$ cat src/verilog/pma_defines.vh
`ifndef PMA_DEFINES_VH
`define PMA_DEFINES_VH
// page numbers at the space boundaries
`define PMA_PAGE_ZERO 10'h000
`define PMA_PAGE_EDS_FIRST 10'h001
`define PMA_PAGE_EDS_LAST 10'h1FF
`define PMA_PAGE_PSV_FIRST_LSW 10'h200
`define PMA_PAGE_PSV_LAST_LSW 10'h2FF
`define PMA_PAGE_PSV_FIRST_MSW 10'h300
`define PMA_PAGE_PSV_LAST_MSW 10'h3FF
// effective address page-window bit
`define PMA_EA_WINDOW_BIT 15
// control word field positions
`define PMA_CTL_X_SEL_LSB 0
`define PMA_CTL_Y_SEL_LSB 4
`define PMA_CTL_Y_EN_BIT 14
`define PMA_CTL_X_EN_BIT 15
`define PMA_SEL_NONE 4'hF
// reset values
`define PMA_RST_PAGE 10'h001
`define PMA_RST_WORD 16'h0000
// addressing modes
`define PMA_MODE_PRE_POST 2'h0
`define PMA_MODE_REG_OFFSET 2'h1
`define PMA_MODE_BIT_REV 2'h2
`endif

$ cat src/verilog/pma_address_generator.v
`include "pma_defines.vh"
`default_nettype none

// How it works
// - reads use read page, writes write page
// - page step only from paged pre/post modify
// - paged wrap sets address bit 15
// - overflow: page up, bit 15 set
// - underflow: page down, bit 15 set
// - offset, circular, bit-reverse: wrap within page
// - space edges: page kept, base space access
// - paged access with page zero traps
// - writes to program space trap
// - one circular buffer each in X, Y
// - any-length buffers: end checked going up, start going down
// - 16-bit start and end per space
// - Y circular math treats bit 0 zero
// - length from start/end, up to 32K words
// - X pointer field, enable bit 15
// - Y pointer field, enable bit 14
module pma_address_generator #(
  parameter PAGE_W = 10,
  parameter ADDR_W = 16
) (
  // clock and reset
  input wire clock,
  input wire reset,
  // software writes of page and buffer registers
  input wire read_page_we,
  input wire write_page_we,
  input wire x_start_we,
  input wire x_end_we,
  input wire y_start_we,
  input wire y_end_we,
  input wire control_we,
  input wire [15:0] wr_data,
  // one address calculation request
  input wire req_valid,
  input wire req_write,
  input wire req_y_space,
  input wire [1:0] req_mode,
  input wire [3:0] req_pointer,
  input wire [ADDR_W-1:0] req_base,
  input wire signed [ADDR_W:0] req_step,
  // register state
  output reg [PAGE_W-1:0] read_page_select_q,
  output reg [PAGE_W-1:0] write_page_select_q,
  output reg [ADDR_W-1:0] x_buffer_start_q,
  output reg [ADDR_W-1:0] x_buffer_end_q,
  output reg [ADDR_W-1:0] y_buffer_start_q,
  output reg [ADDR_W-1:0] y_buffer_end_q,
  output reg [15:0] circular_addr_control_q,
  // calculation result
  output reg result_valid_q,
  output reg [ADDR_W-1:0] effective_address_q,
  output reg [PAGE_W-1:0] result_page_q,
  output reg base_space_q,
  output reg address_error_q
);

  // decoded control fields
  wire [3:0] x_pointer_select;
  wire [3:0] y_pointer_select;
  wire x_circular_enable;
  wire y_circular_enable;

  // access class
  reg paged_access;
  reg program_space_page;

  // circular buffer selection
  reg x_circ_hit;
  reg y_circ_hit;
  reg circ;
  reg [ADDR_W-1:0] cstart;
  reg [ADDR_W-1:0] cend;
  reg [ADDR_W-1:0] clen;
  reg [ADDR_W-1:0] cbase;
  reg [ADDR_W-1:0] circ_ea;

  // raw address arithmetic
  reg [ADDR_W:0] sum;
  reg [ADDR_W-1:0] raw_ea;
  reg step_zero;
  reg step_up;
  reg step_down;

  // page window crossing
  reg paged;
  reg pre_post;
  reg ovf;
  reg udf;

  // pages at the space boundaries
  reg at_eds_first;
  reg at_eds_last;
  reg at_psv_first_lsw;
  reg at_psv_last_lsw;
  reg at_psv_first_msw;
  reg at_psv_last_msw;
  reg to_base;

  // crossing outcome
  reg page_cross;
  reg wrap_in_page;
  reg psv_step_up;
  reg psv_step_down;
  reg page_up;
  reg page_down;

  // calculation outcome
  reg [PAGE_W-1:0] active_page_select;
  reg [PAGE_W-1:0] page_d;
  reg [ADDR_W-1:0] ea_d;
  reg base_d;
  reg page_zero_err;
  reg program_write_err;
  reg err_d;

  // page register updates
  reg read_page_step;
  reg write_page_step;

  assign x_pointer_select = circular_addr_control_q[`PMA_CTL_X_SEL_LSB +: 4];
  assign y_pointer_select = circular_addr_control_q[`PMA_CTL_Y_SEL_LSB +: 4];
  assign x_circular_enable = circular_addr_control_q[`PMA_CTL_X_EN_BIT];
  assign y_circular_enable = circular_addr_control_q[`PMA_CTL_Y_EN_BIT];

  // page register that serves this access
  always @* begin
    if (req_write)
      active_page_select = write_page_select_q;
    else
      active_page_select = read_page_select_q;
  end

  // access through the paged window, and a write page that maps program space
  always @* begin
    paged_access = req_base[`PMA_EA_WINDOW_BIT];
    program_space_page = write_page_select_q[PAGE_W-1];
  end

  // pointer match against the enabled buffer of the addressed space
  always @* begin
    x_circ_hit = x_circular_enable && (x_pointer_select != `PMA_SEL_NONE) &&
      (x_pointer_select == req_pointer);
    y_circ_hit = y_circular_enable && (y_pointer_select != `PMA_SEL_NONE) &&
      (y_pointer_select == req_pointer);
    if (req_y_space)
      circ = y_circ_hit;
    else
      circ = x_circ_hit; // X buffer also covers program-space pointers
  end

  // bounds and base of the selected buffer; only Y circular math is word aligned
  always @* begin
    cstart = x_buffer_start_q;
    cend = x_buffer_end_q;
    cbase = req_base;
    if (req_y_space) begin
      cstart = {y_buffer_start_q[ADDR_W-1:1], 1'b0};
      cend = {y_buffer_end_q[ADDR_W-1:1], 1'b0};
      if (circ)
        cbase = {req_base[ADDR_W-1:1], 1'b0};
    end
  end

  // length follows from the bounds; the last Y word covers two bytes
  always @* begin
    if (req_y_space)
      clen = cend - cstart + 16'h0002;
    else
      clen = cend - cstart + 16'h0001;
  end

  // signed step on the base; bit ADDR_W of the sum is the carry
  always @* begin
    sum = {1'b0, cbase} + req_step;
    raw_ea = sum[ADDR_W-1:0];
    step_zero = (req_step == {(ADDR_W+1){1'b0}});
    step_down = req_step[ADDR_W];
    step_up = !step_down && !step_zero;
  end

  // wrap past the end going up or past the start going down
  always @* begin
    circ_ea = raw_ea;
    if (step_up && (cbase <= cend) && (raw_ea > cend))
      circ_ea = raw_ea - clen;
    else if (step_down && (cbase >= cstart) && (raw_ea < cstart))
      circ_ea = raw_ea + clen;
  end

  // window crossings: bit 15 lost going up, or wrap below the window going down
  always @* begin
    paged = paged_access && !circ;
    pre_post = (req_mode == `PMA_MODE_PRE_POST);
    ovf = paged && step_up && !raw_ea[`PMA_EA_WINDOW_BIT];
    udf = paged && step_down && !raw_ea[`PMA_EA_WINDOW_BIT];
  end

  // crossings at the edges of the paged spaces
  always @* begin
    at_eds_first = (active_page_select == `PMA_PAGE_EDS_FIRST);
    at_eds_last = (active_page_select == `PMA_PAGE_EDS_LAST);
    at_psv_first_lsw = (active_page_select == `PMA_PAGE_PSV_FIRST_LSW);
    at_psv_last_lsw = (active_page_select == `PMA_PAGE_PSV_LAST_LSW);
    at_psv_first_msw = (active_page_select == `PMA_PAGE_PSV_FIRST_MSW);
    at_psv_last_msw = (active_page_select == `PMA_PAGE_PSV_LAST_MSW);
    to_base = (ovf && (at_eds_last || at_psv_last_msw)) ||
      (udf && (at_eds_first || at_psv_first_lsw));
  end

  // what a detected crossing does to the page and to bit 15
  always @* begin
    page_cross = (ovf || udf) && pre_post;
    wrap_in_page = (ovf || udf) && !pre_post;
    psv_step_up = page_cross && ovf && at_psv_last_lsw;
    psv_step_down = page_cross && udf && at_psv_first_msw;
    page_up = page_cross && ovf && !to_base && !at_psv_last_lsw;
    page_down = page_cross && udf && !to_base && !at_psv_first_msw;
  end

  // effective address, next page and base-space flag
  always @* begin
    ea_d = raw_ea;
    page_d = active_page_select;
    base_d = 1'b0;
    if (circ) begin
      ea_d = circ_ea;
      if (paged_access)
        ea_d[`PMA_EA_WINDOW_BIT] = 1'b1;
    end else if (wrap_in_page) begin
      ea_d[`PMA_EA_WINDOW_BIT] = 1'b1;
    end else if (page_cross) begin
      ea_d[`PMA_EA_WINDOW_BIT] = 1'b0;
      if (to_base)
        base_d = 1'b1;
      if (psv_step_up)
        page_d = `PMA_PAGE_PSV_FIRST_MSW;
      if (psv_step_down)
        page_d = `PMA_PAGE_PSV_LAST_LSW;
      if (page_up)
        page_d = active_page_select + 10'h001;
      if (page_down)
        page_d = active_page_select - 10'h001;
      if (!to_base)
        ea_d[`PMA_EA_WINDOW_BIT] = 1'b1;
    end
  end

  // traps: paged access through page zero, or a write into program space
  always @* begin
    page_zero_err = paged_access && (active_page_select == `PMA_PAGE_ZERO);
    program_write_err = req_write && paged_access && program_space_page;
    err_d = page_zero_err || program_write_err;
  end

  // a refused access leaves its page register alone
  always @* begin
    read_page_step = req_valid && !err_d && !req_write;
    write_page_step = req_valid && !err_d && req_write;
  end

  // one-cycle answer strobe and trap pulse
  always @(posedge clock) begin
    if (reset) begin
      result_valid_q <= 1'b0;
      address_error_q <= 1'b0;
    end else begin
      result_valid_q <= req_valid;
      address_error_q <= req_valid && err_d;
    end
  end

  // address, page and base-space flag stand until the next request
  always @(posedge clock) begin
    if (reset) begin
      effective_address_q <= `PMA_RST_WORD;
      result_page_q <= `PMA_RST_PAGE;
      base_space_q <= 1'b0;
    end else if (req_valid) begin
      effective_address_q <= ea_d;
      result_page_q <= page_d;
      base_space_q <= base_d;
    end
  end

  // read page; a hardware step in the same cycle wins over a software write
  always @(posedge clock) begin
    if (reset)
      read_page_select_q <= `PMA_RST_PAGE;
    else if (read_page_step)
      read_page_select_q <= page_d;
    else if (read_page_we)
      read_page_select_q <= wr_data[PAGE_W-1:0];
  end

  // write page; a hardware step in the same cycle wins over a software write
  always @(posedge clock) begin
    if (reset)
      write_page_select_q <= `PMA_RST_PAGE;
    else if (write_page_step)
      write_page_select_q <= page_d;
    else if (write_page_we)
      write_page_select_q <= wr_data[PAGE_W-1:0];
  end

  // start of the X buffer
  always @(posedge clock) begin
    if (reset)
      x_buffer_start_q <= `PMA_RST_WORD;
    else if (x_start_we)
      x_buffer_start_q <= wr_data;
  end

  // end of the X buffer
  always @(posedge clock) begin
    if (reset)
      x_buffer_end_q <= `PMA_RST_WORD;
    else if (x_end_we)
      x_buffer_end_q <= wr_data;
  end

  // start of the Y buffer
  always @(posedge clock) begin
    if (reset)
      y_buffer_start_q <= `PMA_RST_WORD;
    else if (y_start_we)
      y_buffer_start_q <= wr_data;
  end

  // end of the Y buffer
  always @(posedge clock) begin
    if (reset)
      y_buffer_end_q <= `PMA_RST_WORD;
    else if (y_end_we)
      y_buffer_end_q <= wr_data;
  end

  // circular pointer selects and enables
  always @(posedge clock) begin
    if (reset)
      circular_addr_control_q <= `PMA_RST_WORD;
    else if (control_we)
      circular_addr_control_q <= wr_data;
  end

endmodule // pma_address_generator
`default_nettype wire

$ cat config.mk
export PLATFORM = sky130hd
export DESIGN_NAME = pma_address_generator
export DESIGN_NICKNAME = d
export VERILOG_FILES = /design/src/verilog/pma_address_generator.v
export VERILOG_INCLUDE_DIRS = /design/src /design/src/verilog
export SDC_FILE = /design/constraint.sdc
export NUM_CORES = 1
export LEC_CHECK = 0
export BUFFER_PORTS_ARGS = -buffer_cell sky130_fd_sc_hd__buf_2
export CAP_MARGIN = 20
export CORE_MARGIN = 2
export CORE_UTILIZATION = 42
export DETAILED_ROUTE_END_ITERATION = 12
export GPL_ROUTABILITY_DRIVEN = 0
export PLACE_DENSITY = 0.73
export SLEW_MARGIN = 20
export SYNTH_ARGS = -nofsm -noshare
export SYNTH_HDL_FRONTEND = slang
export SYNTH_SLANG_ARGS = --single-unit
$ cat constraint.sdc
create_clock -name clock -period 14.7 [get_ports clock]
set_input_delay 2.94 -clock clock [delete_from_list [all_inputs] [get_ports clock]]
set_output_delay 2.94 -clock clock [all_outputs]
set_load 0.05 [all_outputs]
* Yosys cells after proc, flatten, opt, wreduce, memory -nomap -nowiden
Cells that the tools add are included.
Cells by class: magnitude comparators 4, equality and inequality tests 10, mux-type cells 30, reductions and logical operators 53, add/subtract/negate cells 8
Operators by type and width (count):
- 10-bit two-way mux | 12
- 16-bit two-way mux | 5
- 10-bit == test (second input constant) | 4
- 1-bit logical AND | 33
- 16-bit adder | 2
- 16-bit subtractor | 2
- 17-bit zero test | 1
- 16-bit by 1-bit adder with 16-bit output (second input constant) | 1
- 16-bit by 2-bit adder with 16-bit output (second input constant) | 1
- 16-bit greater-or-equal comparator | 1
- 16-bit > comparator | 1
- 16-bit less-or-equal comparator | 1
- 16-bit < comparator | 1
- 15-bit two-way mux | 1
- 1-bit two-way mux | 12
- 10-bit by 1-bit adder with 10-bit output (second input constant) | 1
- 10-bit by 1-bit == test with 1-bit output (second input constant) | 1
- 10-bit by 9-bit == test with 1-bit output (second input constant) | 1
- 1-bit zero test | 10
- 10-bit zero test | 1
- 10-bit by 1-bit subtractor with 10-bit output (second input constant) | 1
- 4-bit == test | 2
- 4-bit inequality test (second input constant) | 2
- 1-bit logical OR | 5
- 2 further kinds | 3
Storage, ports and cells: flip-flop bits (word level) 129, logic and storage cells 117

* Longest topological paths before layout
Gate-level depths: netlist of run 1.
depth in word-level cells 21, depth in mapped cells 24, depth with buffers taken out 23

* Worst setup path after synthesis of run 1
No wires, ideal clock.
path type input port to flip-flop, start point in req_y_space, end point reg effective_address_q[14], data required time 14.583 ns, buffers on the path 3, stages 22, setup slack 6.108 ns, arrival time 8.474 ns, cells stage by stage buf_1 -> buf_1 -> mux2i_1 -> inv_1 -> fa_1 -> xnor2_1 -> ha_1 -> o21ai_0 -> or4b_1 -> nor4b_4 -> nand3b_1 -> xnor2_1 -> ha_1 -> clkbuf_1 -> or3_1 -> or3b_1 -> nand3_1 -> o311ai_1 -> o31ai_1 -> xnor2_1 -> nand3_1 -> a32o_1
Between the ends: cells in the longest elaborated chain, start to end 9, elaborated cells on any way between the ends 23, those cells by class 6 x add/sub; 4 x order compare; 9 x mux; 4 x reduce/logical
Ends and longest elaborated chain:
- start, declared | RTL line pma_address_generator.v:40 | input wire req_y_space,
- branches (longest 8 deep; another with 16-bit subtractor)
- 15-bit two-way mux (*) | RTL line pma_address_generator.v:229 | if (circ) begin
- end signal, assigned | RTL line pma_address_generator.v:279 | effective_address_q <= `PMA_RST_WORD;
- end, declared | RTL line pma_address_generator.v:55 | output reg [ADDR_W-1:0] effective_address_q,
Every way passes the cells marked *. A chain may end at the register's enable or synchronous reset.

* Final worst setup path of run 1
start point in req_y_space, end point reg effective_address_q[4]
Same word-level chain as after synthesis.

==> results of run 1 <==
==> flip-flops by register name, indices dropped and copies added (netlist names), 16 cells and up <==
register                 count
circular_addr_control_q     16
y_buffer_end_q              16
x_buffer_end_q              16
y_buffer_start_q            16
x_buffer_start_q            16
effective_address_q         16
==> kinds of logic (layout without fill, tap and decap cells) <==
kind of cell             Yosys count  in the layout  synth area share (%)
buffers and inverters            120            298                  4.61
AO/OA/AOI/OAI                    325            325                  21.3
multiplexers                     140            140                  13.0
XOR/XNOR                          64             64                  5.12
adder cells (fa/ha/maj)          132            132                  15.0
AND/OR/NAND/NOR                  393            393                  18.0
flip-flops                       129            129                  23.0
==> power by group through the flow <==
stage	sequential (mW)	clock [mW]	combinational [mW]
floorplan	0.488	0	0.528
global placement	0.403	0	0.792
detailed placement	0.403	0	0.803
CTS	0.396	0.443	0.809
global route	0.399	0.460	0.895
finish	0.396	0.440	0.826
==> layout make-up <==
type / instances / area share [%]
multi-input cells: 1054 / 62.5
inverters: 66 / 1.91
clock inverters: 14 / 1.19
well taps: 335 / 3.23
flip-flops and latches: 129 / 19.9
clock buffers: 17 / 3.27
repair buffers: 201 / 8.03
==> worst max path at each step <==
stage                                    to  depth (start not counted)
finish               effective_address_q[4]                         25
floorplan           effective_address_q[14]                         22
global route         effective_address_q[4]                         25
CTS                  effective_address_q[4]                         25
detailed placement   effective_address_q[4]                         25
global placement     effective_address_q[4]                         25
==> per-layer routing <==
metal  wire [um]  GRT usage [%]  vias to the layer above
li1            -              -                     5159
met2       16900           41.2                      577
met1       15500           33.3                     5186
met4        1210           9.49                        0
met5           0              0                        -
met3        3170           5.29                       84
==> synthesized netlist by cell type, drive strengths merged, types with 10 or more instances <==
cell type | n | area (um2)
a21oi | 61 | 320
nand2b | 12 | 75.1
a21o | 26 | 195
nand2 | 60 | 225
o21a | 15 | 113
nor2 | 164 | 618
buf | 13 | 92.6
xor2 | 21 | 184
a31oi | 12 | 75.1
nor2b | 27 | 171
dfxtp | 129 | 2580
ha | 128 | 1600
o21ai | 57 | 315
inv | 66 | 248
nand3 | 31 | 160
xnor2 | 42 | 368
clkbuf | 37 | 141
nor3 | 31 | 193
mux2i | 133 | 1380
a221oi | 10 | 100
nand4 | 11 | 68.8
a211oi | 40 | 315
==> stage by stage <==
| stage | worst slack (ns) | instance area, um2 | util, % |
|---|---|---|---|
| final | 5.39 | 13000 | 49.7 |
| after global placement | 5.36 | 12400 | 47.4 |
| after floorplan | 6.11 | 11200 | - |
| after CTS | 5.56 | 13000 | 49.6 |
| after detailed placement | 5.11 | 12400 | 47.4 |
| after global routing | 4.92 | 13000 | 49.7 |
==> worst register-to-register path, stage by stage (launching register included) <==
cell and delay (ns):
dfxtp_1 0.35, xor2_1 0.17, nor4_1 0.32, o21ai_2 0.12
and2_1 0.21, ha_1 0.25, fa_1 0.42, a21o_1 0.19
a21oi_1 0.21, nor2b_1 0.07, o21ai_0 0.21, a21oi_1 0.15
a21boi_0 0.35, o21ai_0 0.17, xor2_1 0.53, ha_1 0.26
and3_1 0.20, nand3_1 0.12, a221oi_1 0.27, o21ai_0 0.25
nor2_1 0.88, nor2_1 0.16, a2111oi_0 0.48, o21ai_1 0.12
==> results.py, run 1 <==
metrics = {
    "route": {
        "first_pass_iters": 9,
        "avgRoutedWirePerCell_um": 20.2,
        "drtAntennaViolNets": 0,
        "routed_wl_um": 36800,
        "vias": 11000,
        "drcViolationCount": 7,
        "drtIter0Drc": 1037,
        "avgViaCountPerCell": 6.06,
    },
    "sta": {
        "finalClockSkew_ns": 0.0134,
        "grt_setup_unrepaired": "no",
        "hold_slack_ns": 0.435,
        "fin_setup_tns_ns": 0,
        "fmax_mhz": 107,
        "tightest_slew_ns": 1.09,
        "finalMaxSlewViolations": 0,
        "setup_violations": 0,
        "relSlewSlack_pct": 26.9,
        "min_period_over_period_pct": 63.3,
        "hold_viol": 0,
        "fin_crit_ns": 9.31,
    },
    "clock_network": {
        "clk_latency_ns": 0.43,
        "cts_resized": 0,
        "cts_sinks": 129,
        "path_clk_slew_ns": 0.06,
        "root_buffer": "clkbuf_16",
        "htree_levels": 4,
        "cts_tree": "built",
        "cts_hold_buf": 0,
        "postCtsSetupBuffers": 0,
        "cts_buffers": 17,
        "clockBufferDepth": 2,
    },
    "hold_path": {
        "hold_class": "reg2reg",
        "min_from": "effective_address_q[1]",
        "whs_path_depth": 2,
        "min_to": "effective_address_q[1]",
    },
    "power": {
        "switching_share_pct": 44.3,
        "pwr-share-clk_pct": 26.5,
        "p_per_area_nw_per_um2": 128,
        "p_leak_nw": 6.03,
        "power_mw": 1.66,
        "power_frac_comb_pct": 49.7,
        "ir_drop_mv": 0.0599,
        "p_switching_mw": 0.737,
        "p_seq_share_pct": 23.8,
        "power.internal_mw": 0.925,
    },
    "synth": {
        "syn_area_per_cell_um2": 8.60,
        "synthesis.area_um2": 11200,
        "async_flop_share_pct": 0,
        "syn_nets": 1502,
        "ys_types": 100,
        "ys_seq_area_share_pct": 23.0,
        "synth_edf_count": 0,
        "yosysWarnings": 0,
        "syn_inst": 1303,
        "ys.flop_type": "dfxtp_1",
        "synth_seq_cells": 129,
    },
    "global_route": {
        "grt_pass1_vias": 10200,
        "grt_start_max_net_pins": 107,
        "grt-ovfl-total": 0,
        "grtUsageTotal_pct": 25.4,
        "antenna_found_initial": 0,
        "grt_pass1_wl_um": 56600,
    },
    "cells_and_area": {
        "num_antenna_cells": 0,
        "stdcell_count": 1816,
        "nets": 1668,
        "drive_gt1_share_pct": 19.6,
        "area_growth_pct": 15.9,
        "mostFrequentLayoutCell": "buf_2",
        "layout_common_cells": "buf_2 (194), nor2_1 (163), dfxtp_1 (129), mux2i_1 (128), ha_1 (128)",
        "multi_input_area_um2": 8120,
        "regArea_um2": 2580,
        "nFillCells": 2496,
    },
    "placement": {
        "place_hpwl_um": 28600,
        "io_buffers": 195,
        "place_inst": 1784,
    },
    "critical_path": {
        "crit_slowest_cell": "nor2_1",
        "crit_type": "in2reg",
        "crit_family": "compound AO/OA/AOI/OAI gates",
        "cp-startpoint": "req_y_space",
        "cp.required_ns": 15.00,
        "worst-r2r-setup-slack_ns": 8.10,
        "crit_path_max_fanout": 41,
        "reg2regPathDepth": 23,
        "crit_buf_inv": 2,
        "crit_arrival_ns": 9.61,
        "startpoint_type": "input port",
        "reg2reg_from": "circular_addr_control_q[6]",
        "end_kind": "flip-flop",
        "worstReg2RegEnd": "effective_address_q[4]",
        "slowest_delay_ns": 0.88,
        "cpMostUsedCell": "o21ai_0",
    },
    "floorplanning": {
        "die_area_um2": 28000,
        "io_pins": 196,
        "fp.coreArea_um2": 26100,
        "die_width_um": 167,
        "rows": 59,
        "initial_utilization_pct": 42.9,
        "dieHeight_um": 167,
    },
    "run_status": {
        "status": "finished, violations left",
        "violations": "DRC",
    },
    "run": {
        "cap_violations": 0,
    },
}
Note: power is estimated with default switching activity, not from simulation.
==> inputs of run 2 (changes only) <==
- clock period: 14.7 -> 9.3 ns (I/O delays scaled with it)
==> run 2 against run 1 <==
  * The flow still finishes with violations (DRC)
  * Largest power group unchanged
  * Worst setup slack worse by 3.9 ns
  * Global-route usage down 0.31 points
  * Critical endpoint unchanged
  * Total power up 59%
==> results.py, run 2 (synthesis results as in run 1) <==
metrics = {
    "clock_network": {
        "cts_buffers": 17,
        "cts_sinks": 129,
        "cts_tree": "built",
        "postCtsSetupBuffers": 0,
        "cts_resized": 0,
        "cts_hold_buf": 0,
        "clk_latency_ns": 0.43,
        "path_clk_slew_ns": 0.06,
        "htree_levels": 4,
        "root_buffer": "clkbuf_16",
        "clockBufferDepth": 2,
    },
    "floorplanning": {
        "die_width_um": 167,
        "die_area_um2": 28000,
        "initial_utilization_pct": 42.9,
        "fp.coreArea_um2": 26100,
        "io_pins": 196,
        "dieHeight_um": 167,
        "rows": 59,
    },
    "sta": {
        "min_period_over_period_pct": 84.4,
        "tightest_slew_ns": 1.08,
        "hold_viol": 0,
        "fin_setup_tns_ns": 0,
        "finalClockSkew_ns": 0.0136,
        "fin_crit_ns": 7.85,
        "fmax_mhz": 127,
        "setup_violations": 0,
        "hold_slack_ns": 0.440,
        "relSlewSlack_pct": 28.0,
        "finalMaxSlewViolations": 0,
        "grt_setup_unrepaired": "no",
    },
    "route": {
        "drcViolationCount": 7,
        "first_pass_iters": 10,
        "routed_wl_um": 36500,
        "drtAntennaViolNets": 0,
        "vias": 11100,
        "avgViaCountPerCell": 6.08,
        "drtIter0Drc": 952,
        "avgRoutedWirePerCell_um": 20.1,
    },
    "power": {
        "p_per_area_nw_per_um2": 203,
        "power_frac_comb_pct": 49.2,
        "p_leak_nw": 6.03,
        "switching_share_pct": 43.7,
        "power_mw": 2.64,
        "power.internal_mw": 1.49,
        "p_seq_share_pct": 23.7,
        "ir_drop_mv": 0.0984,
        "p_switching_mw": 1.15,
        "pwr-share-clk_pct": 27.1,
    },
    "global_route": {
        "antenna_found_initial": 3,
        "grt_pass1_vias": 10200,
        "grt-ovfl-total": 0,
        "grtUsageTotal_pct": 25.1,
        "grt_pass1_wl_um": 56100,
        "grt_start_max_net_pins": 106,
    },
    "critical_path": {
        "end_kind": "flip-flop",
        "startpoint_type": "input port",
        "crit_type": "in2reg",
        "crit_arrival_ns": 8.15,
        "crit_path_max_fanout": 13,
        "cp.required_ns": 9.60,
    },
    "cells_and_area": {
        "nFillCells": 2520,
        "area_growth_pct": 16.0,
        "drive_gt1_share_pct": 19.5,
        "final_core_util_pct": 49.8,
        "mostFrequentLayoutCell": "buf_2",
        "nets": 1667,
        "layout_common_cells": "buf_2 (194), nor2_1 (163), dfxtp_1 (129), mux2i_1 (128), ha_1 (128)",
        "post-route-cell-area_um2": 13000,
    },
    "placement": {
        "io_buffers": 195,
        "placed_cell_area_um2": 12400,
        "place_hpwl_um": 28400,
    },
    "run_status": {
        "violations": "DRC",
        "status": "finished, violations left",
    },
    "run": {
        "cap_violations": 0,
    },
    "hold_path": {
        "hold_class": "reg2reg",
    },
}
-- run 2: cell count changes in the layout (fill, tap and decap cells not counted) --
cell	before	now
bufinv_16	2	3
diode_2	0	3
buf_16	1	0
clkbuf_1	0	1
clkinv_4	2	3
clkinv_2	3	2
inv_6	5	4
-- run 2: metrics by stage --
stage,std cells,setup slack [ns]
5_1_grt,1819,0.972
3_3_place_gp,1784,1.45
6_report,1819,1.45
2_1_floorplan,1303,1.79
4_1_cts,1816,1.57
3_5_place_dp,1784,1.22
-- run 2: critical path: stages --
cell	delay, ns
buf_2	0.12
xor2_1	0.14
nor4_1	0.35
o21ai_2	0.13
and2_1	0.21
ha_1	0.25
fa_1	0.42
a21o_1	0.19
a21oi_1	0.21
nor2b_1	0.10
o21ai_0	0.27
a21oi_1	0.17
a21boi_0	0.30
o21ai_0	0.17
xor2_1	0.50
ha_1	0.25
and3_1	0.20
nand3_1	0.10
a221oi_1	0.28
o21ai_0	0.26
nor2_1	0.86
nor2_1	0.17
a2111oi_0	0.50
o21ai_1	0.12
-- run 2: final cells by class --
cell class	instances	area (um2)	area share (%)
diodes	3	7.51	0.0577
clock buffers	18	429	3.30
well taps	335	419	3.22
multi-input cells	1054	8120	62.5
inverters	66	248	1.91
clock inverters	14	180	1.39
flip-flops and latches	129	2580	19.9
repair buffers	200	1020	7.81
-- run 2: power groups by stage --
stage | sequential, mW | clock, mW | combinational, mW
CTS | 0.626 | 0.723 | 1.28
global placement | 0.636 | 0 | 1.24
global route | 0.631 | 0.745 | 1.41
floorplan | 0.771 | 0 | 0.835
detailed placement | 0.638 | 0 | 1.27
finish | 0.627 | 0.716 | 1.30
-- run 2: worst paths after layout --
path	from	to	slack [ns]	depth (start not counted)
worst max-delay path	req_pointer[3]	effective_address_q[4]	1.45	24
worst min-delay path	effective_address_q[1]	effective_address_q[1]	0.44	2
worst max register to register	circular_addr_control_q[6]	effective_address_q[4]	2.63	23
worst min register to register	effective_address_q[1]	effective_address_q[1]	0.44	2
-- run 2: metal layers --
| layer | global-route usage, % | vias up | part of all wire (%) |
|---|---|---|---|
| li1 | - | 5168 | - |
| met1 | 33.1 | 5283 | 43 |
| met2 | 41.3 | 508 | 46 |
| met3 | 4.63 | 94 | 7.9 |
| met4 | 8.58 | 0 | 3.0 |
| met5 | 0 | - | 0 |
